### src/shared/scd_pkg.sv
// Constants for the sampling-clock delay and timestamp block: register map, fields, reset values and ramp timing.
// Assumes a classic Wishbone slave with 32-bit data and byte addresses; all fields sit in byte lane 0 except the status busy and overflow bits 8 and 9.
// Notes on behaviour
// - Sample LSB carries converter data unless the stamp marker enable is set.
// - Stamp on: 12-bit sample is upper 11 converter bits plus trigger marker LSB.
// - Trigger marker passes a 1-bit path delayed to match converter core latency.
// - In 8-bit sample modes the marker sits in the 8-bit sample LSB.
// - Trigger marker may be asynchronous; it is synchronised and sampled with the input.
// - Timestamp is forced off whenever a decimating link format mode is selected.
// - Dual-channel mode samples each input once per clock on the rising edge.
// - Single-channel mode samples on both clock edges, two samples per clock.
// - One device clock drives sampling, digital processing and serializer outputs.
// - Clock inversion delay control inverts input clock, half-period sampling delay.
// - Three independent delays: half-period inversion, 256 coarse, 256 fine settings.
// - Applied aperture delay shifts every internal clock, link timing and reference capture.
// - Delays may change on the fly; ramping lowers the risk of link upset.
// - Ramping steps applied coarse delay gradually toward each newly written value.
// - Ramp rate: slow one step per 256 clocks, fast four steps per 256.
// - Ramp enable turns ramping on; each coarse write then starts a new ramp.
package scd_pkg;
    localparam int          SAMPLE_W      = 12;
    localparam int          LANE_W        = 2 * SAMPLE_W;
    localparam int          FIFO_DEPTH    = 8;
    localparam int          MARK_DLY      = 4;
    localparam int          ADR_W         = 8;
    localparam int          DELAY_W       = 8;

    localparam logic [7:0]  ADDR_CTRL     = 8'h00;
    localparam logic [7:0]  ADDR_TAD      = 8'h04;
    localparam logic [7:0]  ADDR_COARSE   = 8'h08;
    localparam logic [7:0]  ADDR_FINE     = 8'h0c;
    localparam logic [7:0]  ADDR_STATUS   = 8'h10;

    localparam int          CTRL_TS_EN    = 0;
    localparam int          CTRL_DUAL     = 1;
    localparam int          CTRL_DECIM    = 2;
    localparam int          CTRL_BIT8     = 3;
    localparam int          DLY_INV       = 0;
    localparam int          DLY_RAMP_EN   = 1;
    localparam int          DLY_RAMP_FAST = 2;
    localparam int          ST_BUSY       = 8;
    localparam int          ST_OVF        = 9;

    localparam logic [3:0]  CTRL_RST      = 4'h2;
    localparam logic [2:0]  TAD_RST       = 3'h0;
    localparam logic [7:0]  DELAY_RST     = 8'h00;

    // 256 clocks per ramp period; fast rate takes a step every quarter period.
    localparam logic [7:0]  SLOW_TICK     = 8'hff;
    localparam logic [5:0]  FAST_TICK     = 6'h3f;
endpackage : scd_pkg

### src/hdl/scd_top.sv
// Sampling-clock delay control, ramp engine, timestamp marker insertion and sample FIFO.
// Assumes one device clock, a classic Wishbone master, and a converter core that presents
// two 12-bit samples per clock with their own fixed latency already applied.
`timescale 1ns/1ps

module scd_fifo #(
    parameter int WIDTH = 24,
    parameter int DEPTH = 8
) (
    input  wire logic             clk_i,    // Device clock.
    input  wire logic             rst_i,    // Synchronous reset, active high.
    input  wire logic             in_valid_i, // Write request.
    output logic                  in_ready_o, // Not full.
    input  wire logic [WIDTH-1:0] in_data_i,  // Write data.
    output logic                  out_valid_o, // Not empty.
    input  wire logic             out_ready_i, // Reader takes a word.
    output logic [WIDTH-1:0]      out_data_o   // Head word.
);
    localparam int PW = $clog2(DEPTH);
    localparam int CW = $clog2(DEPTH + 1);

    logic [WIDTH-1:0] mem_q [DEPTH];
    logic [PW-1:0]    wr_ptr_q;
    logic [PW-1:0]    rd_ptr_q;
    logic [CW-1:0]    count_q;
    logic [CW-1:0]    count_d;
    logic             room_q;
    logic             avail_q;
    logic             push;
    logic             pop;

    // Flags are kept in the sense of the ports, so both handshake outputs come straight from flops.
    assign push        = in_valid_i && room_q;
    assign pop         = out_ready_i && avail_q;
    assign in_ready_o  = room_q;
    assign out_valid_o = avail_q;
    assign out_data_o  = mem_q[rd_ptr_q];

    always_comb begin
        count_d = count_q;
        if (push && !pop) begin
            count_d = count_q + CW'(1);
        end else if (pop && !push) begin
            count_d = count_q - CW'(1);
        end
    end

    always_ff @(posedge clk_i) begin
        if (rst_i) begin
            count_q <= '0;
            room_q  <= 1'b1;
            avail_q <= 1'b0;
        end else begin
            count_q <= count_d;
            room_q  <= (count_d != CW'(DEPTH));
            avail_q <= (count_d != '0);
        end
    end

    always_ff @(posedge clk_i) begin
        if (rst_i) begin
            wr_ptr_q <= '0;
            rd_ptr_q <= '0;
        end else begin
            if (push) begin
                wr_ptr_q <= (wr_ptr_q == PW'(DEPTH - 1)) ? '0 : wr_ptr_q + PW'(1);
            end
            if (pop) begin
                rd_ptr_q <= (rd_ptr_q == PW'(DEPTH - 1)) ? '0 : rd_ptr_q + PW'(1);
            end
        end
    end

    always_ff @(posedge clk_i) begin
        if (push) begin
            mem_q[wr_ptr_q] <= in_data_i;
        end
    end
endmodule : scd_fifo

module scd_top #(
    parameter int MARK_LAT = scd_pkg::MARK_DLY,
    parameter int DEPTH    = scd_pkg::FIFO_DEPTH
) (
    input  wire logic                        clk_i,            // Device clock, the only clock.
    input  wire logic                        rst_i,            // Synchronous reset, active high.
    input  wire logic                        wb_cyc_i,         // Wishbone cycle.
    input  wire logic                        wb_stb_i,         // Wishbone strobe.
    input  wire logic                        wb_we_i,          // Wishbone write.
    input  wire logic [scd_pkg::ADR_W-1:0]   wb_adr_i,         // Byte address.
    input  wire logic [3:0]                  wb_sel_i,         // Byte enables.
    input  wire logic [31:0]                 wb_dat_i,         // Write data.
    output logic      [31:0]                 wb_dat_o,         // Read data.
    output logic                             wb_ack_o,         // Acknowledge.
    input  wire logic                        core_valid_i,     // Core samples present.
    input  wire logic [scd_pkg::SAMPLE_W-1:0] core_rise_i,     // Rising-edge sample or channel A.
    input  wire logic [scd_pkg::SAMPLE_W-1:0] core_fall_i,     // Falling-edge sample or channel B.
    output logic                             core_ready_o,     // Sample buffer has room.
    input  wire logic                        trigger_marker_i, // Asynchronous trigger.
    output logic                             smp_valid_o,      // Link word available.
    input  wire logic                        smp_ready_i,      // Link takes word.
    output logic [scd_pkg::LANE_W-1:0]       smp_data_o,       // Two formatted samples.
    output logic                             dual_channel_o,   // Sample on rising edge only.
    output logic                             clk_invert_o,     // Half-period inversion.
    output logic [scd_pkg::DELAY_W-1:0]      coarse_delay_o,   // Applied coarse delay.
    output logic [scd_pkg::DELAY_W-1:0]      fine_delay_o      // Applied fine delay.
);
    import scd_pkg::*;

    logic [3:0]          ctrl_q;
    logic [2:0]          tad_q;
    logic [DELAY_W-1:0]  target_q;
    logic [DELAY_W-1:0]  coarse_q;
    logic [DELAY_W-1:0]  fine_q;
    logic [7:0]          ramp_cnt_q;
    logic                ovf_q;
    logic                ack_q;
    logic [31:0]         dat_q;
    logic [31:0]         rd_d;
    logic                req;
    logic                wr_en;
    logic                coarse_wr;
    logic                step_tick;
    logic                ts_act;
    logic                sync1_q;
    logic                sync2_q;
    logic [MARK_LAT-1:0] mark_pipe_q;
    logic                mark_al;
    logic                fmt_valid_q;
    logic [LANE_W-1:0]   fmt_q;
    logic                fifo_in_ready;

    // Everything here runs from the device clock; there is no second domain.
    assign req       = wb_cyc_i && wb_stb_i;
    assign wr_en     = req && wb_we_i && ack_q && wb_sel_i[0];
    assign coarse_wr = wr_en && (wb_adr_i == ADDR_COARSE);
    assign wb_ack_o  = ack_q;
    assign wb_dat_o  = dat_q;

    // Ack follows a request by one cycle; writes land on the edge that the master sees ack.
    always_ff @(posedge clk_i) begin
        if (rst_i) begin
            ack_q <= 1'b0;
        end else begin
            ack_q <= req && !ack_q;
        end
    end

    always_comb begin
        rd_d = 32'h0;
        case (wb_adr_i)
            ADDR_CTRL:   rd_d[3:0] = ctrl_q;
            ADDR_TAD:    rd_d[2:0] = tad_q;
            ADDR_COARSE: rd_d[DELAY_W-1:0] = target_q;
            ADDR_FINE:   rd_d[DELAY_W-1:0] = fine_q;
            ADDR_STATUS: begin
                rd_d[DELAY_W-1:0] = coarse_q;
                rd_d[ST_BUSY]     = (coarse_q != target_q);
                rd_d[ST_OVF]      = ovf_q;
            end
            default:     rd_d = 32'h0;
        endcase
    end

    always_ff @(posedge clk_i) begin
        if (rst_i) begin
            dat_q <= 32'h0;
        end else if (req && !ack_q) begin
            dat_q <= rd_d;
        end
    end

    always_ff @(posedge clk_i) begin
        if (rst_i) begin
            ctrl_q <= CTRL_RST;
            tad_q  <= TAD_RST;
            fine_q <= DELAY_RST;
        end else if (wr_en) begin
            if (wb_adr_i == ADDR_CTRL) begin
                ctrl_q <= wb_dat_i[3:0];
            end
            if (wb_adr_i == ADDR_TAD) begin
                tad_q <= wb_dat_i[2:0];
            end
            if (wb_adr_i == ADDR_FINE) begin
                fine_q <= wb_dat_i[DELAY_W-1:0];
            end
        end
    end

    always_ff @(posedge clk_i) begin
        if (rst_i) begin
            target_q <= DELAY_RST;
        end else if (coarse_wr) begin
            target_q <= wb_dat_i[DELAY_W-1:0];
        end
    end

    // The ramp period restarts on every coarse write so a new ramp gets full spacing.
    always_ff @(posedge clk_i) begin
        if (rst_i || coarse_wr) begin
            ramp_cnt_q <= 8'h00;
        end else begin
            ramp_cnt_q <= ramp_cnt_q + 8'h01;
        end
    end

    assign step_tick = tad_q[DLY_RAMP_FAST] ? (ramp_cnt_q[5:0] == FAST_TICK)
                                            : (ramp_cnt_q == SLOW_TICK);

    // Single steps avoid large jumps in the internal clock path that could upset the link.
    always_ff @(posedge clk_i) begin
        if (rst_i) begin
            coarse_q <= DELAY_RST;
        end else if (coarse_wr && !tad_q[DLY_RAMP_EN]) begin
            coarse_q <= wb_dat_i[DELAY_W-1:0];
        end else if (tad_q[DLY_RAMP_EN] && step_tick && coarse_q != target_q) begin
            coarse_q <= (coarse_q < target_q) ? coarse_q + 8'h01 : coarse_q - 8'h01;
        end
    end

    // The three delays are independent and drive the whole clock tree of the device.
    always_ff @(posedge clk_i) begin
        if (rst_i) begin
            clk_invert_o   <= 1'b0;
            coarse_delay_o <= DELAY_RST;
            fine_delay_o   <= DELAY_RST;
            dual_channel_o <= CTRL_RST[CTRL_DUAL];
        end else begin
            clk_invert_o   <= tad_q[DLY_INV];
            coarse_delay_o <= coarse_q;
            fine_delay_o   <= fine_q;
            dual_channel_o <= ctrl_q[CTRL_DUAL];
        end
    end

    // Two-stage synchroniser for the asynchronous trigger.
    always_ff @(posedge clk_i) begin
        if (rst_i) begin
            sync1_q <= 1'b0;
            sync2_q <= 1'b0;
        end else begin
            sync1_q <= trigger_marker_i;
            sync2_q <= sync1_q;
        end
    end

    // A 1-bit delay line standing in for the converter core latency.
    generate
        for (genvar i = 0; i < MARK_LAT; i++) begin : g_mark
            always_ff @(posedge clk_i) begin
                if (rst_i) begin
                    mark_pipe_q[i] <= 1'b0;
                end else begin
                    mark_pipe_q[i] <= (i == 0) ? sync2_q : mark_pipe_q[(i == 0) ? 0 : i - 1];
                end
            end
        end
    endgenerate
    assign mark_al = mark_pipe_q[MARK_LAT-1];

    assign ts_act = ctrl_q[CTRL_TS_EN] && !ctrl_q[CTRL_DECIM];

    function automatic logic [SAMPLE_W-1:0] fmt_lane(input logic [SAMPLE_W-1:0] s,
                                                     input logic mk, input logic act, input logic b8);
        if (!act) begin
            return s;
        end
        if (b8) begin
            return {s[SAMPLE_W-1:5], mk, 4'h0};
        end
        return {s[SAMPLE_W-1:1], mk};
    endfunction : fmt_lane

    // Dual mode carries channel B in the upper lane; single mode carries the falling-edge sample.
    always_ff @(posedge clk_i) begin
        if (rst_i) begin
            fmt_valid_q <= 1'b0;
            fmt_q       <= '0;
        end else begin
            fmt_valid_q <= core_valid_i;
            fmt_q       <= {fmt_lane(core_fall_i, mark_al, ts_act, ctrl_q[CTRL_BIT8]),
                            fmt_lane(core_rise_i, mark_al, ts_act, ctrl_q[CTRL_BIT8])};
        end
    end

    // The core cannot stop; a word offered while the buffer is full is lost and flagged.
    // Set wins over a write-one clear in the same cycle.
    always_ff @(posedge clk_i) begin
        if (rst_i) begin
            ovf_q <= 1'b0;
        end else if (fmt_valid_q && !fifo_in_ready) begin
            ovf_q <= 1'b1;
        end else if (wr_en && wb_adr_i == ADDR_STATUS && wb_dat_i[ST_OVF]) begin
            ovf_q <= 1'b0;
        end
    end

    scd_fifo #(
        .WIDTH (LANE_W),
        .DEPTH (DEPTH)
    ) u_fifo (
        .clk_i       (clk_i),
        .rst_i       (rst_i),
        .in_valid_i  (fmt_valid_q),
        .in_ready_o  (fifo_in_ready),
        .in_data_i   (fmt_q),
        .out_valid_o (smp_valid_o),
        .out_ready_i (smp_ready_i),
        .out_data_o  (smp_data_o)
    );
    assign core_ready_o = fifo_in_ready;

    property p_ts_off;
        @(posedge clk_i) disable iff (rst_i)
        !ts_act |=> fmt_q[SAMPLE_W-1:0] == $past(core_rise_i);
    endproperty
    a_ts_off: assert property (p_ts_off) else $error("Sample altered with timestamp off.");

    property p_ts_on;
        @(posedge clk_i) disable iff (rst_i)
        ts_act && !ctrl_q[CTRL_BIT8] |=> fmt_q[0] == $past(mark_al) && fmt_q[11:1] == $past(core_rise_i[11:1]);
    endproperty
    a_ts_on: assert property (p_ts_on) else $error("Marker not in sample LSB.");

    property p_mark_lat;
        @(posedge clk_i) disable iff (rst_i)
        mark_al == $past(trigger_marker_i, MARK_LAT + 2);
    endproperty
    a_mark_lat: assert property (p_mark_lat) else $error("Marker latency wrong.");

    property p_ts_8bit;
        @(posedge clk_i) disable iff (rst_i)
        ts_act && ctrl_q[CTRL_BIT8] |=> fmt_q[4] == $past(mark_al) && fmt_q[16] == $past(mark_al);
    endproperty
    a_ts_8bit: assert property (p_ts_8bit) else $error("Marker not in 8-bit LSB.");

    property p_decim;
        @(posedge clk_i) disable iff (rst_i)
        ctrl_q[CTRL_DECIM] |=> fmt_q[SAMPLE_W-1:0] == $past(core_rise_i);
    endproperty
    a_decim: assert property (p_decim) else $error("Timestamp active in decimation.");

    property p_fall_lane;
        @(posedge clk_i) disable iff (rst_i)
        !ts_act |=> fmt_q[LANE_W-1:SAMPLE_W] == $past(core_fall_i);
    endproperty
    a_fall_lane: assert property (p_fall_lane) else $error("Second sample lane wrong.");

    property p_inv;
        @(posedge clk_i) disable iff (rst_i)
        wr_en && wb_adr_i == ADDR_TAD |=> ##1 clk_invert_o == $past(wb_dat_i[DLY_INV], 2);
    endproperty
    a_inv: assert property (p_inv) else $error("Inversion output not updated.");

    property p_ramp_step;
        @(posedge clk_i) disable iff (rst_i)
        coarse_q != $past(coarse_q) && $past(tad_q[DLY_RAMP_EN]) && !$past(coarse_wr)
            |-> $past(step_tick) && (coarse_q - $past(coarse_q) == 8'h01 || $past(coarse_q) - coarse_q == 8'h01);
    endproperty
    a_ramp_step: assert property (p_ramp_step) else $error("Ramp step off its tick or size.");

    property p_fast_ramp;
        @(posedge clk_i) disable iff (rst_i)
        coarse_wr && tad_q[DLY_RAMP_EN] && tad_q[DLY_RAMP_FAST] && wb_dat_i[7:0] != coarse_q
            ##1 tad_q[DLY_RAMP_EN] && tad_q[DLY_RAMP_FAST] [*8] |-> ##[56:57] coarse_q != $past(coarse_q);
    endproperty
    a_fast_ramp: assert property (p_fast_ramp) else $error("Fast ramp missed its first step.");

    property p_direct;
        @(posedge clk_i) disable iff (rst_i)
        coarse_wr && !tad_q[DLY_RAMP_EN] |=> coarse_q == $past(wb_dat_i[DELAY_W-1:0]);
    endproperty
    a_direct: assert property (p_direct) else $error("Direct coarse write not applied.");
endmodule : scd_top

### config.mk
export PLATFORM = sky130hd
export DESIGN_NAME = scd_top
export DESIGN_NICKNAME = d
export VERILOG_FILES = /design/src/shared/scd_pkg.sv /design/src/hdl/scd_top.sv
export SDC_FILE = /design/constraint.sdc
export NUM_CORES = 1
export LEC_CHECK = 0
export ABC_AREA = 1
export BUFFER_PORTS_ARGS = -buffer_cell sky130_fd_sc_hd__buf_2
export CORE_MARGIN = 4
export CORE_UTILIZATION = 45
export DETAILED_ROUTE_END_ITERATION = 10
export HOLD_SLACK_MARGIN = 0.1
export PLACE_DENSITY = 0.67
export SLEW_MARGIN = 40
export SYNTH_ARGS = -nofsm -noshare
export SYNTH_HDL_FRONTEND = slang
export SYNTH_SLANG_ARGS = --single-unit
### constraint.sdc
create_clock -name clk_i -period 6.65 [get_ports clk_i]
set_input_delay 0.665 -clock clk_i [delete_from_list [all_inputs] [get_ports clk_i]]
set_output_delay 0.665 -clock clk_i [all_outputs]
set_load 0.1 [all_outputs]
* Word-level counts from Yosys, hierarchy flattened
Memory sizes are Yosys's and may differ from the RTL's. A register that Yosys moved wholly into a read port is not among the register bits.
Index checks and enable logic that the tools add are counted.
** Cells by class
- Add/sub/neg operators :: 7
- Order comparisons :: 1
- Eq/ne operators :: 10
- Mux-type cells :: 31
- Reductions and logical operators :: 31
** Operator list (count)
- $mux 12 :: 8
- $mux 8 :: 3
- $logic_and 1x1->1 :: 17
- $add 8x1->8 const B :: 2
- $eq 8x4->1 const B :: 2
- $pmux 3 s5 :: 1
- $mux 3 :: 4
- $pmux 4 s3 :: 1
- $mux 1 :: 10
- $eq 8x3->1 const B :: 1
- $eq 8x5->1 const B :: 1
- $eq 8x8->1 const B :: 1
- $logic_not 8->1 :: 1
- $lt 8x8->1 :: 1
- $mux 4 :: 2
- $ne 8x8->1 :: 1
- $sub 8x1->8 const B :: 1
- $add 3x1->3 const B :: 2
- $eq 3x3->1 const B :: 2
- $eq 6x6->1 const B :: 1
- $logic_not 1->1 :: 6
- $reduce_and 2->1 :: 3
- $add 4x1->4 const B :: 1
- $ne 4x4->1 const B :: 1
- other kinds (6) :: 7
** Storage, ports and cells
- Bits in registers :: 112
- Memory bits (writable) :: 192
- Input port bits :: 76
- Output and inout port bits :: 77
- Word-level logic and storage cells :: 107
- Memories :: 1
** Memories
- u_fifo.mem_q :: depth 8, width 24, read ports 1, clocked after memory_dff 1, wr ports 1, line scd_top.sv:22 : logic [WIDTH-1:0] mem_q [DEPTH];

* Logic depth before layout (Yosys ltp)
- Depth in word-level cells :: 8
- Mapped depth :: 19
- Mapped depth without buffers :: 19

* Modules after synthesis
A second synthesis with hierarchy kept.
** Unflattened totals
- Cells, all modules :: 1183
- Area, all modules :: 12522.0 µm²
** By module, submodules not included
- scd_fifo :: instances 1, cells an instance 622, area each 8166.6 µm², sequential area each 6065.8 µm²
- scd_top :: instances 1, cells an instance 561, area each 4355.4 µm², sequential area each 2001.9 µm²

* Worst setup path before layout
Ideal clock, no wire load.
- Path kind :: register -> output
- From :: register with a tool-made name
- To :: output smp_data_o[10] in the netlist's numbering
- Arrival :: 2.652 ns
- Data required time :: 5.985 ns
- Slack :: 3.333 ns
- Stages on the path, launching flop included :: 8
- Path buffers :: 3
- Cells stage by stage :: dfxtp_1 buf_2 buf_2 buf_2 nor2_1 nor2_1 o21ai_0 a31oi_1
** RTL lines
- to (decl) :: line scd_top.sv:102 : output logic [scd_pkg::LANE_W-1:0] smp_data_o,

==> impl_summary.md <==
Logic synthesis
The biggest area contributor in the post-synthesis netlist is edfxtp_1. The number of cells produced by synthesis is between 1000 and 1500. The area fraction of the dominant cell type after synthesis is 0.4686. The synthesized-area fraction occupied by ao, oa, aoi and oai cells is 0.1131. The area fraction in and, or, nand and nor cells after synthesis is 0.1379. Of the post-synthesis cell area, the part taken by muxes is 0.

The synthesized design contains 192 enable-type register cells. The number of synthesized register bits is 307. Of the total synthesized cell area, the portion taken by full adders, half adders and majority gates is 0.02400. Of the synthesized area, sequential elements account for 0.6557. After synthesis, the share of flip-flops with an asynchronous set or reset is 0. The average instance area after synthesis is 10.31 um^2. The xor and xnor area share after synthesis is 0.004983. In the post-synthesis netlist, the biggest area contributors are edfxtp_1 47%, dfxtp_1 19%, nor2_1 8.1%, o21ai_0 6.0%, inv_1 3.1%. The most common flop cell mapped by yosys is edfxtp_1. The post-synthesis instance area is around 12000 um^2.

The number of distinct standard cells referenced by the synthesized netlist is 41. By area, the combinational part of the netlist is dominated by simple AND/OR/NAND/NOR gates. The number of warning messages in the yosys log is 0.

Clock network
For this design, the sink count on the clock tree is 307. In this run the clock root is driven by a clkbuf_16. The clock-pin transition on the worst setup and hold timing paths is around 0.06 ns. The number of clock buffers inserted by TritonCTS is 30. The source-to-sink clock delay at the later pin of the worst-skew pair is between 0.5 and 0.6 ns. In this run the post-CTS setup repair buffer count came out at 0. Counting along the longest clock path gives a buffer depth of 3. TritonCTS built the clock tree. The number of instances resized during post-cts repair is 0. In this run, post-CTS hold repair placed 0 buffers.

The number of H-tree branching levels is 1.

Worst setup path
The startpoint type of the worst setup path is a flip-flop. The critical setup path kind is flip-flop to output port. The depth of the worst register-to-register path is 17. The critical path data required time is roughly 6 ns. The nature of the critical path endpoint is an output port.

The arrival time at the worst endpoint is 3.46 ns. The maximum fanout encountered on the critical timing path is 49.

Layout
The layout overhead on the synthesized area is 15.67%. Once layout is complete, the utilization of the core stands at 0.5281. The total number of nets in the final design is between 1000 and 1500. With fillers left out, the area of the finished cells amounts to 14230 um^2. The final antenna diode count is 0. The fraction of final layout cells sized beyond drive strength 1 is 0.1419.

The top cell types in the final layout, fill and taps aside, are 257 x nor2_1, 192 x edfxtp_1, 148 x o21ai_0. The finished layout holds around 1700 standard cells, fillers aside. The most frequent standard cell in the layout excluding fill and tap cells is nor2_1.

Floorplanning
The die footprint is approximately 30000 um^2. The die is 173.4 um tall. In this run the horizontal extent of the chip is between 150 and 200 um. The initialized floorplan defines 60 standard-cell rows. The total area inside the core boundary comes to ~27000 um^2. The initial utilization of the core area, before any placement, comes to 0.4565. During I/O placement, the number of pins put on the boundary was between 150 and 200.

Routing
The number of search-and-repair iterations in the first detailed-routing pass is 4. The antenna violation net count after detailed routing is 0. The final wirelength is 26590 um. For this run, design rule violations remaining after detail routing come to 0. In the final routed layout, each cell accounts on average for between 15 and 20 um. The violation count after the first detailed-route iteration is roughly 500. The detailed router placed between 8000 and 9000 vias in this run. Dividing the detail-routed via count by the number of cells gives slightly above 5.

Global route
The first-pass GRT wire length is 42720 um. Entering global routing, the biggest net connects between 60 and 70 pins. The via count of the first global-routing pass is 8212. The number of antenna violations at the first check in global routing is 0.

For this run the aggregate overflow at the end of global routing stands at 0. In the global route stage, overall resource usage came out at 0.1724.

Pwr
The power density over the cells is between 300 and 400 nW/um^2. For this design the static power due to leakage is about 5.6 nW. The worst-case IR drop observed on VDD is between 150 and 200 uV. The overall power of the completed layout is between 5 and 6 mW.

Worst hold path
The min-delay analysis places its worst path in the category input port to flip-flop. Counting instances, the worst hold path has a depth of 3.

Job
The number of max-capacitance violations reported is 0.

STA
Setup repair after global routing left no endpoint under its margin. The max-slew violation total from the final report is 0. The final number of hold-violating endpoints is 0.

At the pin with the least slew margin, the transition time is 0.7598 ns. The number of setup violations in the final report is 0. The worst hold margin is ~0.3 ns.

The final worst-path setup slack is between 2 and 3 ns. Setup total negative slack on the finished layout was measured at 0 ns. Based on the critical path, the design can be clocked at up to between 200 and 250 MHz.

The setup clock skew after layout is 0.01748 ns. The post-route clock period utilization is 0.6206. The worst path needs approximately 4.1 ns of the cycle, external delays included. Headroom to the max-slew limit came out at 0.4928.

Placed design
After detailed placement, the design holds a cell count of 1603. The standard cell area after detailed placement is 13270 um^2. The routability-driven placement congestion ratio is around 0.85.

Timing analysis after detailed placement gives a worst setup slack of ~3.1 ns. Summed over all nets, the half-perimeter wirelength after detailed placement is between 15000 and 20000 um. The quantity of I/O buffers inserted on ports is 104.

Run status
The run finished with clean final reports.
power breakdown:
part / total [mW] / internal (mW) / leakage (nW) / switching (mW)
registers: 2.13 / 2.08 / 2.70 / 0.0478
clock network: 1.64 / 0.946 / 0.451 / 0.690
logic: 1.25 / 0.223 / 2.45 / 1.03
cells in the mapped netlist, types with 2 or more instances:
library cell    n
nor2_2          4
buf_4          26
dfxtp_1       115
nand3_1        32
o21ai_0       148
nand4_1         2
clkinv_1        2
or2_2           2
a21oi_1        49
nand2_1        96
o22ai_1        28
nand2_2         2
buf_2           9
ha_1           22
clkbuf_1       34
o21ai_1         5
a21o_1          2
buf_1           2
xor2_1          5
a31oi_1        24
nor2_1        265
inv_2           4
inv_1         101
edfxtp_1      192
nor3_1          4
nand2_4         2
xnor2_1         2
cells by family after synthesis:
| group | after synthesis |
|---|---|
| XOR/XNOR | 7 |
| flip-flops | 307 |
| adder cells (fa/ha/maj) | 23 |
| buffers and inverters | 179 |
| AO/OA/AOI/OAI | 261 |
| AND/OR/NAND/NOR | 415 |
| other | 1 |
sequential cells by signal, summed over array words and instances, names as in the netlist, 3 cells and up, named ones only:
| name | flops |
|---|---|
| coarse_delay_o | 8 |
| coarse_q | 8 |
| ctrl_q | 4 |
| fine_delay_o | 8 |
| fine_q | 8 |
| fmt_q | 24 |
| mark_pipe_q | 3 |
| ramp_cnt_q | 8 |
| tad_q | 3 |
| target_q | 8 |
| u_fifo.count_q | 4 |
| u_fifo.mem_q | 192 |
| u_fifo.rd_ptr_q | 3 |
| u_fifo.wr_ptr_q | 3 |
| wb_dat_o | 10 |
layout make-up:
class                      instances  area, um^2
clock buffer                      38       780.7
clock inverter                    18       181.4
fill                            2372       12720
inverter                         107       404.1
multi-input combinational        728        3587
sequential                       307        8069
tap                              341       426.7
timing repair buffer             120       783.3
worst paths after layout:
path	endpoint	start	slack (ns)
worst max-delay path	smp_data_o[2]	flip-flop	2.52
worst min-delay path	fmt_q[22]$_SDFF_PP0_	core_fall_i[10]	0.30
worst max register to register	coarse_q[6]$_SDFFE_PP0P_	coarse_q[0]$_SDFFE_PP0P_	3.99
worst min register to register	mark_pipe_q[1]$_SDFF_PP0_	mark_pipe_q[0]$_SDFF_PP0_	0.40
worst max-delay path: stages, from the launching register on:
cell     delay, ns
dfxtp_2       0.52
inv_2         0.66
buf_4         0.54
o21ai_0       0.13
o22ai_1       0.17
nor2_1        0.06
a31oi_1       0.29
buf_2         0.50
routing by layer:
| metal | track usage | part of all wire |
|---|---|---|
| met2 | 0.2951 | 0.47 |
| met1 | 0.2328 | 0.46 |
| met5 | 0 | 0 |
| met4 | 0.03957 | 0.020 |
| met3 | 0.02704 | 0.046 |
No activity file was read; power rests on OpenSTA's default activity.
